`config.mk`:
```
export PLATFORM = sky130hd
export DESIGN_NAME = power_mode_config
export DESIGN_NICKNAME = d
export VERILOG_FILES = /design/src/power_mode_pkg.sv /design/src/edge_sync_if.sv /design/src/pin_edge_sync.sv /design/src/power_mode_config.sv
export VERILOG_INCLUDE_DIRS = /design/src
export SDC_FILE = /design/constraint.sdc
export NUM_CORES = 1
export LEC_CHECK = 0
export BUFFER_PORTS_ARGS = -buffer_cell sky130_fd_sc_hd__buf_2
export CAP_MARGIN = 0
export CORE_MARGIN = 5
export CORE_UTILIZATION = 30
export CTS_BUF_LIST = sky130_fd_sc_hd__clkbuf_4
export CTS_CLUSTER_SIZE = 8
export DETAILED_ROUTE_END_ITERATION = 16
export GPL_TIMING_DRIVEN = 0
export SETUP_SLACK_MARGIN = 0.2
export SYNTH_ARGS = -nofsm -noshare
export SYNTH_HDL_FRONTEND = slang
export SYNTH_HIERARCHICAL = 1
export SYNTH_SLANG_ARGS = --single-unit
export TNS_END_PERCENT = 50
```
`constraint.sdc`:
```
create_clock -name mclk_in -period 4.2 [get_ports mclk_in]
set_input_delay 0.21 -clock mclk_in [delete_from_list [all_inputs] [get_ports mclk_in]]
set_output_delay 0.21 -clock mclk_in [all_outputs]
set_load 0.02 [all_outputs]
```
`src/power_mode_cfg.svh`:
```
// Constants for the power mode configuration block: field positions,
// register offsets, reset values and timing counts.
// Assumes inclusion by bare name from the controller and the testbench modules.
`ifndef POWER_MODE_CFG_SVH
`define POWER_MODE_CFG_SVH

// ****************************************
// Register map
// ****************************************
`define ADDR_POWER_CONFIGURATION 4'h0
`define ADDR_MODE_COMMAND        4'h4
`define ADDR_MODE_STATUS         4'h8
`define POWER_CONFIGURATION_RESET 16'h2982
`define POWER_CONFIGURATION_MASK  16'h3FFF

// ****************************************
// Field positions
// ****************************************
`define BIT_DEEP_SLEEP_OVERTEMP  13
`define BIT_SHUTDOWN_WAIT        12
`define BIT_CHARGER_WAKE         11
`define BIT_KEEP_REGULATORS      10
`define BIT_KEEP_SLOW_OSC        9
`define BIT_SLEEP_DEFAULT        8
`define BIT_OVERTEMP_SHUTDOWN    7
`define BIT_FAST_CONVERSION      6
`define BIT_BAL_SLOW_HI          5
`define BIT_BAL_SLOW_LO          4
`define BIT_SCAN_SLOW_HI         3
`define BIT_SCAN_SLOW_LO         2
`define BIT_WAKE_PERIOD_HI       1
`define BIT_WAKE_PERIOD_LO       0

// Command word bits
`define CMD_SLEEP_ENABLE   0
`define CMD_SLEEP_DISABLE  1
`define CMD_ENTER_DEEP     2
`define CMD_EXIT_DEEP      3

// ****************************************
// Timing, 10 MHz clock
// ****************************************
`define CLK_PERIOD_NS      100
`define CONV_SLOW_US       3000
`define CONV_FAST_US       1500
`define CONV_SLOW_CYCLES   ((`CONV_SLOW_US * 1000) / `CLK_PERIOD_NS)
`define CONV_FAST_CYCLES   ((`CONV_FAST_US * 1000) / `CLK_PERIOD_NS)
`define WAKE_BASE_MS       6
`define WAKE_BASE_CYCLES   ((`WAKE_BASE_MS * 1000000) / `CLK_PERIOD_NS)

`endif

```
`src/power_mode_pkg.sv`:
```
// Types shared by the power mode configuration block.
// Assumes the constants header sits in the same folder.
package power_mode_pkg;
	// Operating mode of the controller
	typedef enum logic [2:0] {
		MODE_NORMAL   = 3'b000,
		MODE_DEEP     = 3'b001,
		MODE_SHUTDOWN = 3'b010,
		MODE_LD_WAIT  = 3'b011
	} mode_t;
endpackage

```
`src/edge_sync_if.sv`:
```
// Interface carrying a pin level into the synchroniser and its rising edge out.
// Assumes one clock shared by both ends.
`timescale 1ns/1ps
interface edge_sync_if;
	logic raw;   // Asynchronous pin level
	logic level; // Filtered level
	logic rise;  // One-cycle rising edge pulse
	modport sync (input raw, output level, output rise);
	modport user (output raw, input level, input rise);
endinterface // edge_sync_if

```
`src/pin_edge_sync.sv`:
```
// Three-flop pin synchroniser with rising edge pulse.
// Assumes the pin is asynchronous to mclk_in.
`timescale 1ns/1ps
module pin_edge_sync (
	input  wire logic mclk_in,
	input  wire logic srst_in,
	edge_sync_if.sync port
);
	logic [2:0] stage_ff; // Stage 0 read only by stage 1
	logic       level_ff; // Accepted level
	logic       rise_ff;  // Edge pulse

	// ****************************************
	// Shift chain
	// ****************************************
	always_ff @(posedge mclk_in) begin
		if (srst_in) begin
			stage_ff <= 3'h0;
		end else begin
			stage_ff <= {stage_ff[1:0], port.raw};
		end
	end

	// Level changes only once stages 1 and 2 agree
	always_ff @(posedge mclk_in) begin
		if (srst_in) begin
			level_ff <= 1'b0;
			rise_ff  <= 1'b0;
		end else begin
			rise_ff <= 1'b0;
			if (stage_ff[2] == stage_ff[1] && stage_ff[1] != level_ff) begin
				level_ff <= stage_ff[1];
				rise_ff  <= stage_ff[1];
			end
		end
	end

	assign port.level = level_ff;
	assign port.rise  = rise_ff;
endmodule // pin_edge_sync

```
`src/power_mode_config.sv`:
```
// Power mode controller driven by the 16-bit power configuration word.
// Assumes a classic Wishbone master, asynchronous load-detect and
// over-temperature inputs, and a 10 MHz clock.
`timescale 1ns/1ps
`include "power_mode_cfg.svh"
module power_mode_config
	import power_mode_pkg::*;
(
	input  wire logic        mclk_in,          // System clock
	input  wire logic        srst_in,          // Synchronous reset
	input  wire logic        wb_cyc_in,        // Wishbone cycle
	input  wire logic        wb_stb_in,        // Wishbone strobe
	input  wire logic        wb_we_in,         // Write enable
	input  wire logic [3:0]  wb_adr_in,        // Byte address
	input  wire logic [3:0]  wb_sel_in,        // Byte selects
	input  wire logic [31:0] wb_dat_in,        // Write data
	output logic      [31:0] wb_dat_out,       // Read data
	output logic             wb_ack_out,       // Acknowledge
	input  wire logic        load_detect_pin_in,  // Charger attach pin
	input  wire logic        overtemp_in,         // On-chip overtemp detect
	input  wire logic        shutdown_req_in,     // Shutdown conditions met
	input  wire logic        balancing_in,        // Cell balancing active
	input  wire logic        first_aux_regulator_on_in,          // Requested first regulator state
	input  wire logic        second_aux_regulator_on_in,          // Requested second regulator state
	output logic             first_aux_regulator_out,
	output logic             second_aux_regulator_out,
	output logic             slow_oscillator_out,
	output logic             sleep_enable_out,
	output logic             deep_sleep_mode_out,
	output logic             shutdown_out,
	output logic             ld_wait_out,
	output logic [23:0]      conversion_cycles_out,   // Cycles per conversion
	output logic [1:0]       scan_slowdown_out,       // Active slowdown code
	output logic [3:0]       extra_current_meas_out,  // Current-only slots per loop
	output logic [23:0]      wake_period_cycles_out   // Sleep wake conversion period
);

	// ****************************************
	// Declarations
	// ****************************************
	logic [15:0] power_configuration_ff; // Configuration word
	logic        sleep_en_ff;            // Sleep-enable status flag
	logic        init_ff;                // High once the flag is loaded
	mode_t       mode_ff;                // Mode state
	mode_t       nxt_mode;               // Next mode
	logic        ack_ff;                 // Bus ack
	logic [31:0] rdata_ff;               // Bus read data
	logic        first_aux_regulator_ff;                // Regulator drives
	logic        second_aux_regulator_ff;
	logic        osc_ff;
	logic [23:0] conv_ff;
	logic [1:0]  slow_ff;
	logic [3:0]  extra_ff;
	logic [23:0] wake_ff;
	logic        bus_req;                // Fresh request this cycle
	logic        wr_cmd;                 // Command write strobe
	logic        cmd_sleep_en;
	logic        cmd_sleep_dis;
	logic        cmd_enter;
	logic        cmd_exit;
	logic        ot_level;
	logic        deep_ff, shut_ff, wait_ff; // Registered mode flags for the outputs

	edge_sync_if ld_if ();
	edge_sync_if ot_if ();

	// ****************************************
	// Pin synchronisers
	// ****************************************
	pin_edge_sync u_ld_sync (
		.mclk_in (mclk_in),
		.srst_in (srst_in),
		.port    (ld_if)
	);
	pin_edge_sync u_ot_sync (
		.mclk_in (mclk_in),
		.srst_in (srst_in),
		.port    (ot_if)
	);
	assign ld_if.raw = load_detect_pin_in;
	assign ot_if.raw = overtemp_in;
	assign ot_level  = ot_if.level;

	// Decode of a slowdown code into inserted current-only slots
	function automatic logic [3:0] slots_of(input logic [1:0] code);
		slots_of = 4'((4'h1 << code) - 4'h1);
	endfunction

	// ****************************************
	// Wishbone slave
	// ****************************************
	// Ack lasts one cycle and blocks the next request, so a held request answers every second cycle
	assign bus_req = wb_cyc_in && wb_stb_in && !ack_ff;
	assign wr_cmd  = bus_req && wb_we_in && wb_adr_in == `ADDR_MODE_COMMAND && wb_sel_in[0];
	assign cmd_sleep_en  = wr_cmd && wb_dat_in[`CMD_SLEEP_ENABLE];
	assign cmd_sleep_dis = wr_cmd && wb_dat_in[`CMD_SLEEP_DISABLE];
	assign cmd_enter     = wr_cmd && wb_dat_in[`CMD_ENTER_DEEP];
	assign cmd_exit      = wr_cmd && wb_dat_in[`CMD_EXIT_DEEP];

	// Ack and read data one cycle after the request; unmapped addresses read zero
	always_ff @(posedge mclk_in) begin
		if (srst_in) begin
			ack_ff   <= 1'b0;
			rdata_ff <= 32'h0;
		end else begin
			ack_ff <= bus_req;
			if (bus_req && !wb_we_in) begin
				if (wb_adr_in == `ADDR_POWER_CONFIGURATION) begin
					rdata_ff <= {16'h0, power_configuration_ff};
				end else if (wb_adr_in == `ADDR_MODE_STATUS) begin
					rdata_ff <= {26'h0, ot_level, sleep_en_ff, 1'b0, mode_ff};
				end else begin
					rdata_ff <= 32'h0;
				end
			end
		end
	end

	// Configuration word write, byte lanes honoured
	always_ff @(posedge mclk_in) begin
		if (srst_in) begin
			power_configuration_ff <= `POWER_CONFIGURATION_RESET;
		end else if (bus_req && wb_we_in && wb_adr_in == `ADDR_POWER_CONFIGURATION) begin
			if (wb_sel_in[0]) begin
				power_configuration_ff[7:0] <= wb_dat_in[7:0];
			end
			if (wb_sel_in[1]) begin
				power_configuration_ff[15:8] <= wb_dat_in[15:8] & 8'(`POWER_CONFIGURATION_MASK >> 8);
			end
		end
	end

	// ****************************************
	// Sleep-enable flag
	// ****************************************
	always_ff @(posedge mclk_in) begin
		if (srst_in) begin
			sleep_en_ff <= 1'b0;
			init_ff     <= 1'b0;
		end else if (!init_ff) begin
			sleep_en_ff <= power_configuration_ff[`BIT_SLEEP_DEFAULT];
			init_ff     <= 1'b1;
		end else if (cmd_sleep_en) begin
			sleep_en_ff <= 1'b1;
		end else if (cmd_sleep_dis) begin
			sleep_en_ff <= 1'b0;
		end
	end

	// ****************************************
	// Mode state machine
	// ****************************************
	// Next mode from events and configuration
	always_comb begin
		nxt_mode = mode_ff;
		case (mode_ff)
			MODE_NORMAL: begin
				if (shutdown_req_in || (ot_level && power_configuration_ff[`BIT_OVERTEMP_SHUTDOWN])) begin
					nxt_mode = MODE_SHUTDOWN;
				end else if (cmd_enter) begin
					nxt_mode = MODE_DEEP;
				end
			end
			MODE_DEEP: begin
				if (ot_level && power_configuration_ff[`BIT_DEEP_SLEEP_OVERTEMP]) begin
					nxt_mode = MODE_SHUTDOWN;
				end else if (shutdown_req_in) begin
					nxt_mode = MODE_SHUTDOWN;
				end else if (cmd_exit) begin
					nxt_mode = MODE_NORMAL;
				end else if (ld_if.rise && power_configuration_ff[`BIT_CHARGER_WAKE]) begin
					nxt_mode = MODE_NORMAL;
				end
			end
			MODE_SHUTDOWN: begin
				if (power_configuration_ff[`BIT_SHUTDOWN_WAIT]) begin
					nxt_mode = MODE_LD_WAIT;
				end
			end
			MODE_LD_WAIT: begin
				if (ld_if.rise) begin
					nxt_mode = MODE_NORMAL;
				end
			end
			default: begin
				nxt_mode = MODE_NORMAL;
			end
		endcase
	end

	// Mode register and its output flags; shutdown is left by reset, or for the load-detect wait when bit 12 is set
	always_ff @(posedge mclk_in) begin
		if (srst_in) begin
			mode_ff <= MODE_NORMAL;
			deep_ff <= 1'b0;
			shut_ff <= 1'b0;
			wait_ff <= 1'b0;
		end else begin
			mode_ff <= nxt_mode;
			deep_ff <= nxt_mode == MODE_DEEP;
			shut_ff <= nxt_mode == MODE_SHUTDOWN;
			wait_ff <= nxt_mode == MODE_LD_WAIT;
		end
	end

	// ****************************************
	// Regulators and oscillator
	// ****************************************
	always_ff @(posedge mclk_in) begin
		if (srst_in) begin
			first_aux_regulator_ff <= 1'b0;
			second_aux_regulator_ff <= 1'b0;
			osc_ff  <= 1'b1;
		end else begin
			if (nxt_mode == MODE_DEEP) begin
				if (mode_ff != MODE_DEEP && !power_configuration_ff[`BIT_KEEP_REGULATORS]) begin
					first_aux_regulator_ff <= 1'b0;
					second_aux_regulator_ff <= 1'b0;
				end
				osc_ff <= power_configuration_ff[`BIT_KEEP_SLOW_OSC];
			end else if (nxt_mode == MODE_NORMAL) begin
				first_aux_regulator_ff <= first_aux_regulator_on_in;
				second_aux_regulator_ff <= second_aux_regulator_on_in;
				osc_ff  <= 1'b1;
			end else begin
				first_aux_regulator_ff <= 1'b0;
				second_aux_regulator_ff <= 1'b0;
				osc_ff  <= 1'b0;
			end
		end
	end

	// ****************************************
	// Measurement settings
	// ****************************************
	always_ff @(posedge mclk_in) begin
		if (srst_in) begin
			conv_ff  <= 24'h0;
			slow_ff  <= 2'h0;
			extra_ff <= 4'h0;
			wake_ff  <= 24'h0;
		end else begin
			conv_ff <= power_configuration_ff[`BIT_FAST_CONVERSION] ? 24'(`CONV_FAST_CYCLES) : 24'(`CONV_SLOW_CYCLES);
			if (balancing_in) begin
				slow_ff  <= power_configuration_ff[`BIT_BAL_SLOW_HI:`BIT_BAL_SLOW_LO];
				extra_ff <= slots_of(power_configuration_ff[`BIT_BAL_SLOW_HI:`BIT_BAL_SLOW_LO]);
			end else begin
				slow_ff  <= power_configuration_ff[`BIT_SCAN_SLOW_HI:`BIT_SCAN_SLOW_LO];
				extra_ff <= slots_of(power_configuration_ff[`BIT_SCAN_SLOW_HI:`BIT_SCAN_SLOW_LO]);
			end
			wake_ff <= 24'(24'(`WAKE_BASE_CYCLES) << (2'h3 - power_configuration_ff[`BIT_WAKE_PERIOD_HI:`BIT_WAKE_PERIOD_LO]));
		end
	end

	// ****************************************
	// Outputs
	// ****************************************
	assign wb_ack_out               = ack_ff;
	assign wb_dat_out               = rdata_ff;
	assign first_aux_regulator_out  = first_aux_regulator_ff;
	assign second_aux_regulator_out = second_aux_regulator_ff;
	assign slow_oscillator_out      = osc_ff;
	assign sleep_enable_out         = sleep_en_ff;
	assign deep_sleep_mode_out      = deep_ff;
	assign shutdown_out             = shut_ff;
	assign ld_wait_out              = wait_ff;
	assign conversion_cycles_out    = conv_ff;
	assign scan_slowdown_out        = slow_ff;
	assign extra_current_meas_out   = extra_ff;
	assign wake_period_cycles_out   = wake_ff;

	// ****************************************
	// Assertions
	// ****************************************
	chk_deep_overtemp: assert property (@(posedge mclk_in) disable iff (srst_in)
		mode_ff == MODE_DEEP && ot_level && power_configuration_ff[13] |=> mode_ff == MODE_SHUTDOWN)
		else $error("deep overtemp did not shut down");
	chk_shutdown_wait: assert property (@(posedge mclk_in) disable iff (srst_in)
		mode_ff == MODE_SHUTDOWN && power_configuration_ff[12] |=> mode_ff == MODE_LD_WAIT)
		else $error("shutdown not replaced by wait");
	chk_no_ld_wake: assert property (@(posedge mclk_in) disable iff (srst_in)
		mode_ff == MODE_DEEP && !power_configuration_ff[11] && !cmd_exit && !ot_level && !shutdown_req_in
		|=> mode_ff == MODE_DEEP)
		else $error("deep sleep left without command");
	chk_reg_off_deep: assert property (@(posedge mclk_in) disable iff (srst_in)
		mode_ff == MODE_NORMAL && nxt_mode == MODE_DEEP && !power_configuration_ff[10]
		|=> !first_aux_regulator_ff && !second_aux_regulator_ff)
		else $error("regulators on in deep sleep");
	chk_osc_deep: assert property (@(posedge mclk_in) disable iff (srst_in)
		nxt_mode == MODE_DEEP |=> osc_ff == $past(power_configuration_ff[9]))
		else $error("oscillator wrong in deep sleep");
	chk_sleep_default: assert property (@(posedge mclk_in) disable iff (srst_in)
		!init_ff |=> sleep_en_ff == $past(power_configuration_ff[8]))
		else $error("sleep flag default wrong");
	chk_sleep_cmd: assert property (@(posedge mclk_in) disable iff (srst_in)
		init_ff && cmd_sleep_dis && !cmd_sleep_en |=> !sleep_en_ff)
		else $error("sleep disable ignored");
	chk_overtemp_sd: assert property (@(posedge mclk_in) disable iff (srst_in)
		mode_ff == MODE_NORMAL && ot_level && power_configuration_ff[7] |=> mode_ff == MODE_SHUTDOWN)
		else $error("overtemp shutdown missed");
	chk_conv_time: assert property (@(posedge mclk_in) disable iff (srst_in)
		power_configuration_ff[6] ##1 power_configuration_ff[6] |-> conv_ff == 24'(`CONV_FAST_CYCLES))
		else $error("fast conversion count wrong");
	chk_reserved_zero: assert property (@(posedge mclk_in) disable iff (srst_in)
		power_configuration_ff[15:14] == 2'h0)
		else $error("reserved bits set");
	cov_deep_wake: cover property (@(posedge mclk_in) mode_ff == MODE_DEEP ##1 mode_ff == MODE_NORMAL);
	cov_ld_wait: cover property (@(posedge mclk_in) mode_ff == MODE_LD_WAIT ##1 mode_ff == MODE_NORMAL);
	cov_sleep_off: cover property (@(posedge mclk_in) sleep_en_ff ##1 !sleep_en_ff);
endmodule // power_mode_config

```
Word-level counts from Yosys, hierarchy flattened
Index checks and enable logic that the tools add are counted.

operators by class
  $add $sub $neg = 3
  equality and inequality tests = 15
  shift operators = 3
  multiplexer cells = 25
  bitwise gates (word level) = 1
  reductions and logical operators = 27

operators by type and width
  cell                                                    count
  two-way mux 3 bit                                       8
  left shift 16 x 2 -> 24 bit (first input constant)      1
  logical AND 1 bit                                       17
  two-way mux 15 bit                                      1
  two-way mux 14 bit                                      1
  == test 3 x 2 -> 1 bit (second input constant)          4
  case mux 3 bit (4 select lines)                         1
  two-way mux 1 bit                                       11
  left shift 1 x 2 -> 4 bit (first input constant)        2
  subtractor 4 x 1 -> 4 bit (second input constant)       2
  == test 3 x 1 -> 1 bit (second input constant)          2
  zero test 3 bit                                         2
  two-way mux 6 bit                                       1
  inequality test 3 x 1 -> 1 bit (second input constant)  2
  == test 4 x 3 -> 1 bit (second input constant)          1
  == test 4 bit (second input constant)                   1
  zero test 4 bit                                         1
  two-way mux 4 bit                                       1
  AND reduction 2 bit                                     2
  zero test 1 bit                                         3
  == test 1 bit                                           2
  two-way mux 2 bit                                       1
  inequality test 1 bit                                   2
  inequality test 2 x 1 -> 1 bit (second input constant)  1
  other kinds (4)                                         4

storage, ports and cells
  bits in registers = 121
  input bits = 51
  output and inout bits = 94

Longest topological paths before layout
Gate-level depths: netlist (run 1).

  depth after elaboration = 13
  depth in mapped cells = 6
  mapped depth without buffers = 5

Cells and area by module
Netlist (run 1), hierarchy kept.

by module, submodules not included
  module             instances  cells an instance  area an instance (µm²)  sequential area each (µm²)
  power_mode_config  1          257                2,506.2                 1,181.1
  pin_edge_sync      2          12                 150.1                   100.1

Worst setup path before layout (run 1)
OpenSTA, ideal clock, no wires.

  path type = register -> register
  start point = register ack_ff, in the netlist wb_ack_out
  end point = register rdata_ff[11], in the netlist wb_dat_out[11]
  library setup time = 0.128 ns
  arrival = 1.627 ns
  data required time = 4.072 ns
  setup slack = 2.446 ns
  stages on the path, launching flop included = 7
  path buffers = 2
  period minus slack after synthesis = 1.754 ns
  path through = dfxtp_1 > nand3b_1 > or2_2 > buf_2 > buf_2 > a22oi_1 > nor2_1

between the ends
  cells in the longest elaborated chain, start to end = 3

ends and longest elaborated chain
  what                      RTL line                  RTL
  start: declaration        power_mode_config.sv:46   logic ack_ff;
  start signal: assignment  power_mode_config.sv:106  ack_ff <= bus_req;
  zero test 1 bit           power_mode_config.sv:93   assign bus_req = wb_cyc_in && wb_stb_in && !ack_ff;
  logical AND 1 bit         power_mode_config.sv:93
  logical AND 1 bit         power_mode_config.sv:107  if (bus_req && !wb_we_in) begin
  end signal: assignment    power_mode_config.sv:109  rdata_ff <= {16'h0, power_configuration_ff};
  end signal: assignment    power_mode_config.sv:111  rdata_ff <= {26'h0, ot_level, sleep_en_ff, 1'b0, mode_ff};
  end: declaration          power_mode_config.sv:47   logic [31:0] rdata_ff;

No other way between the ends.
A chain may end at the register's enable or synchronous reset.

Worst setup path in the final report (run 1)
  start point = register ack_ff, in the netlist wb_ack_out
  end point = register rdata_ff[9], in the netlist wb_dat_out[9]

The elaborated chain is that of the path after synthesis.

==> results.json, run 1 <==
{
  "p_per_area_nw_per_um2": 323,
  "cts_root_buffer": "clkbuf_4",
  "vias": 2166,
  "die_x_um": 106,
  "path_class": "reg -> reg",
  "r2r_cells": 5,
  "skew_ns": 0.0104,
  "grt_use_total": 0.118,
  "ys.warnings.count": 6,
  "final_core_util": 0.398,
  "hold_buffers": 5,
  "grt_setup_unrepaired": "false",
  "cpLargestDelayFamily": "simple AND/OR/NAND/NOR gates",
  "status": "complete, no violations",
  "vias_per_cell": 4.06,
  "clock_path_buffers": 2,
  "cts_tree": "yes",
  "mostFrequentLayoutCell": "buf_2",
  "final-hold-violation-count": 0,
  "ioPinCount": 145,
  "ir_worst_vdd_mv": 0.215,
  "gp_congestion": 0.777,
  "die_h_um": 106,
  "maxSlewViolCount": 0,
  "hold_slack_ns": 0.0230,
  "rr_startpoint": "wb_ack_out",
  "totalWireLength_um": 6540,
  "fin_tns_setup_ns": 0,
  "avgSynthCellArea_um2": 9.96,
  "syn2layout_area_growth_pct": 31.1,
  "drive_above_1_share": 0.388,
  "fin_crit_sh": 0.461,
  "min_from": "wb_dat_in[11]",
  "holdPathStages": 3,
  "placed_area_um2": 3480,
  "layout.nets": 472,
  "crit_arrival_ns": 2.27,
  "critical_path.cell_chain": "nand3b_1 > or2_2 > nor3_2 > a22oi_1 > nor2_1",
  "hold_end": "power_configuration_ff[11]",
  "dieArea_um2": 11300,
  "drtPass1Iterations": 4,
  "crit_path_top_delay_cell": "nor3_2",
  "drc": 0,
  "r2r_setup_slack_ns": 2.26,
  "critPathRequiredTime_ns": 4.54,
  "cts_resized": 0,
  "grt_max_degree": 12,
  "hold_path_class": "in -> reg",
  "p_leak_nw": 1.81,
  "crit_buf_inv": 0,
  "wire_per_inst_um": 12.2,
  "h-tree-depth": 3,
  "antenna_cells": 0,
  "port_buffers": 81,
  "overflow": 0,
  "tightest_slew_ns": 0.778,
  "clk_pin_slew_ns": 0.10,
  "max-cap-violations": 0,
  "cts.sinks": 68,
  "setup_viol": 0,
  "r2r_end": "wb_dat_out[9]",
  "synthCells": 279,
  "final_area_um2": 3640,
  "antenna_found_initial": 0,
  "grt_pass1_vias": 2085,
  "fmax_mhz": 517,
  "cts_made_buffers": 9,
  "ant_nets": 0,
  "post_cts_buffers": 0,
  "drt_iter0_drc": 55,
  "grt_pass1_wl_um": 10300,
  "cpPeakStageDelay_ns": 0.53,
  "synth_area_um2": 2780,
  "n_fill_cell": 949,
  "final_cell_mix": "83 x buf_2, 68 x dfxtp_1, 53 x buf_4",
  "dpl.hpwl_um": 5130,
  "critPathMaxFanout": 9,
  "core_um2": 9150,
  "rows": 35,
  "start_util": 0.303,
  "p_total_w": 0.00117,
  "cp-end-kind": "flop",
  "finalCriticalPeriod_ns": 1.94,
  "start_kind": "flop",
  "relSlewSlack": 0.477,
  "clock_latency_ns": 0.41
}
how the worst max path moves through the flow:
stage                 start                        end  slack, ns  cells after the start
2_1_floorplan    wb_ack_out             wb_dat_out[11]       2.45                      6
3_3_place_gp   wb_adr_in[1]  power_configuration_ff[7]       2.28                      6
3_5_place_dp     wb_ack_out             wb_dat_out[11]       2.25                      5
4_1_cts          wb_ack_out              wb_dat_out[6]       2.23                      5
5_1_grt          wb_ack_out              wb_dat_out[9]       2.10                      5
6_report         wb_ack_out              wb_dat_out[9]       2.26                      5
per-stage QoR:
| step | setup WS (ns) | std cells |
|---|---|---|
| 5_1_grt | 2.10 | 534 |
| 4_1_cts | 2.23 | 534 |
| 3_3_place_gp | 2.28 | 513 |
| 3_5_place_dp | 2.25 | 513 |
| 6_report | 2.26 | 534 |
| 2_1_floorplan | 2.45 | 321 |
state kept, by name, indices dropped and copies added, names as in the netlist:
register                  flops
u_ot_sync/port.level          1
scan_slowdown_out             2
u_ld_sync/port.rise           1
second_aux_regulator_out      1
mode_ff                       3
slow_oscillator_out           1
deep_sleep_mode_out           1
wb_dat_out                   14
conversion_cycles_out         3
u_ld_sync/stage_ff            3
sleep_enable_out              1
ld_wait_out                   1
first_aux_regulator_out       1
extra_current_meas_out        2
u_ld_sync/port.level          1
wake_period_cycles_out       12
u_ot_sync/stage_ff            3
power_configuration_ff       14
init_ff                       1
shutdown_out                  1
wb_ack_out                    1
power by group:
part,leakage (nW),internal [W],switching (W),total (W)
Clock,0.0692,0.000145,0.000213,0.000358
Sequential,0.555,0.000657,0.00000623,0.000663
Combinational,1.19,0.0000624,0.0000906,0.000153
cell type report:
type,instances,area [µm²],share of cell area
multi-input cells,186,1110,0.304
inverters,5,18.8,0.00515
plain buffers,62,449,0.123
repair buffers,86,455,0.125
well taps,111,139,0.0381
flip-flops and latches,68,1360,0.374
clock inverters,3,13.8,0.00378
clock buffers,13,97.6,0.0268
per-layer routing:
| metal | vias up | GRT usage | wire length [µm] |
|---|---|---|---|
| met1 | 956 | 0.131 | 2740 |
| li1 | 1120 | - | - |
| met3 | 10 | 0.0565 | 583 |
| met4 | 0 | 0.0389 | 82 |
| met2 | 80 | 0.200 | 3130 |
| met5 | - | 0 | 0 |
worst min-delay path: stages:
cell and delay, ns:
buf_2 0.08, mux2i_1 0.06, nand2_1 0.06
Note: power is estimated with default switching activity, not from simulation.
==> run 2: changes to the inputs <==
Clock period 4.2 ns to 1.8 ns, I/O delays scaled along.
==> results.json, run 2 (synthesized netlist as in run 1, its figures left out) <==
{
  "status": "complete, no violations",
  "critical_path.cell_chain": "nand3b_1 > buf_6 > nor3_4 > a41o_2 > nor2_4 > o31a_1",
  "seq_power_share": 0.539,
  "antenna_found_initial": 0,
  "ioPinCount": 145,
  "clkPwrFrac": 0.320,
  "final_area_um2": 3960,
  "placed_area_um2": 3500,
  "grt_pass1_vias": 2146,
  "drive_above_1_share": 0.393,
  "layout.nets": 493,
  "critPathMaxFanout": 6,
  "combPwrFrac": 0.141,
  "tightest_slew_ns": 0.554,
  "cts_root_buffer": "clkbuf_4",
  "critPathLaunch": "wb_ack_out",
  "mostFrequentLayoutCell": "buf_2",
  "setup_viol": 0,
  "critPathRequiredTime_ns": 2.09,
  "cp-end-kind": "flop",
  "cpPeakStageDelay_ns": 0.35,
  "grt_max_degree": 11,
  "max-cap-violations": 0,
  "fmax_mhz": 638,
  "intPower_w": 0.00215,
  "vias_per_cell": 4.07,
  "dieArea_um2": 11300,
  "rr_startpoint": "wb_ack_out",
  "skew_ns": 0.0151,
  "ant_nets": 0,
  "grt_pass1_wl_um": 10400,
  "clk_pin_slew_ns": 0.11,
  "cts.sinks": 68,
  "overflow": 0,
  "switching_share": 0.251,
  "ir_worst_vdd_mv": 0.525,
  "core_um2": 9150,
  "dpl.hpwl_um": 5160,
  "cts_tree": "yes",
  "finalCriticalPeriod_ns": 1.57,
  "path_class": "reg -> reg",
  "setup_ws_ns": 0.232,
  "drt_iter0_drc": 54,
  "p_per_area_nw_per_um2": 725,
  "p_leak_nw": 1.95,
  "n_fill_cell": 894,
  "crit_path_top_delay_cell": "dfxtp_4",
  "syn2layout_area_growth_pct": 42.5,
  "power_switching_w": 0.000722,
  "final_cell_mix": "81 x buf_2, 67 x dfxtp_1, 55 x buf_4",
  "totalWireLength_um": 6860,
  "antenna_cells": 0,
  "port_buffers": 81,
  "drc": 0,
  "wire_per_inst_um": 12.4,
  "min_from": "srst_in",
  "hold_path_class": "in -> reg",
  "die_x_um": 106,
  "drtPass1Iterations": 4,
  "gp_congestion": 0.779,
  "relSlewSlack": 0.631,
  "rows": 35,
  "start_kind": "flop",
  "grt_use_total": 0.118,
  "start_util": 0.303,
  "cts_made_buffers": 9,
  "fin_tns_setup_ns": 0,
  "clock_path_buffers": 2,
  "dp_slack_ns": -0.152,
  "hold_slack_ns": 0.0367,
  "die_h_um": 106,
  "vias": 2257,
  "fin_crit_sh": 0.871,
  "clock_latency_ns": 0.41,
  "crit_arrival_ns": 1.86,
  "final_core_util": 0.432,
  "final-hold-violation-count": 0,
  "maxSlewViolCount": 0,
  "h-tree-depth": 3,
  "grt_setup_unrepaired": "true"
}
==> run 2: worst max-delay path: cells and delay by family, from the launching register on <==
family                 cells  cell delay, ns
AOI/OAI and AO/OA          2            0.51
buffers and inverters      1            0.15
and+or+nand+nor            3            0.44
DFF                        1            0.35
==> run 2: final timing paths <==
kind / to / slack (ns) / cells past startpoint
max: slow_oscillator_out / 0.23 / 6
min: u_ot_sync/stage_ff[0] / 0.04 / 2
max reg2reg: slow_oscillator_out / 0.23 / 6
min reg2reg: u_ld_sync/stage_ff[1] / 0.45 / 1
==> run 2: stage by stage <==
stage | total power (W) | cells
4_1_cts | 0.00289 | 551
3_3_place_gp | 0.00193 | 513
5_1_grt | 0.00299 | 554
3_5_place_dp | 0.00193 | 513
2_1_floorplan | 0.00184 | 321
6_report | 0.00287 | 554
==> run 2: layer usage <==
layer  track usage  vias to the layer above  wire [µm]
li1              -                     1170          -
met1         0.135                     1000       2880
met2         0.204                       78       3370
met3        0.0431                        9        527
met4        0.0370                        0         76
met5             0                        -          0
==> run 2: what timing repair did <==
action                                 4_1_cts  5_1_grt
setup buffers                                4        1
pin swaps                                    3        2
endpoints found under the hold margin       25        0
hold buffers                                19        0
cloned                                       0        2
setup endpoints to repair                   35       20
resized for setup                            3        8
==> run 2: power by group through the flow <==
stage / clock network [W] / registers [W] / logic, W
after floorplan: 0 / 0.00160 / 0.000239
after global placement: 0 / 0.00158 / 0.000347
after detailed placement: 0 / 0.00158 / 0.000349
after CTS: 0.000956 / 0.00155 / 0.000389
after global routing: 0.00101 / 0.00155 / 0.000434
final: 0.000919 / 0.00155 / 0.000404
==> run 2: layout make-up <==
type | instances | area, µm² | area share
multi-input combinational | 186 | 1140 | 0.288
buffer | 62 | 469 | 0.119
inverter | 5 | 18.8 | 0.00474
tap | 111 | 139 | 0.0351
clock buffer | 11 | 82.6 | 0.0209
clock inverter | 4 | 41.3 | 0.0104
sequential | 68 | 1370 | 0.345
timing repair buffer | 107 | 703 | 0.178
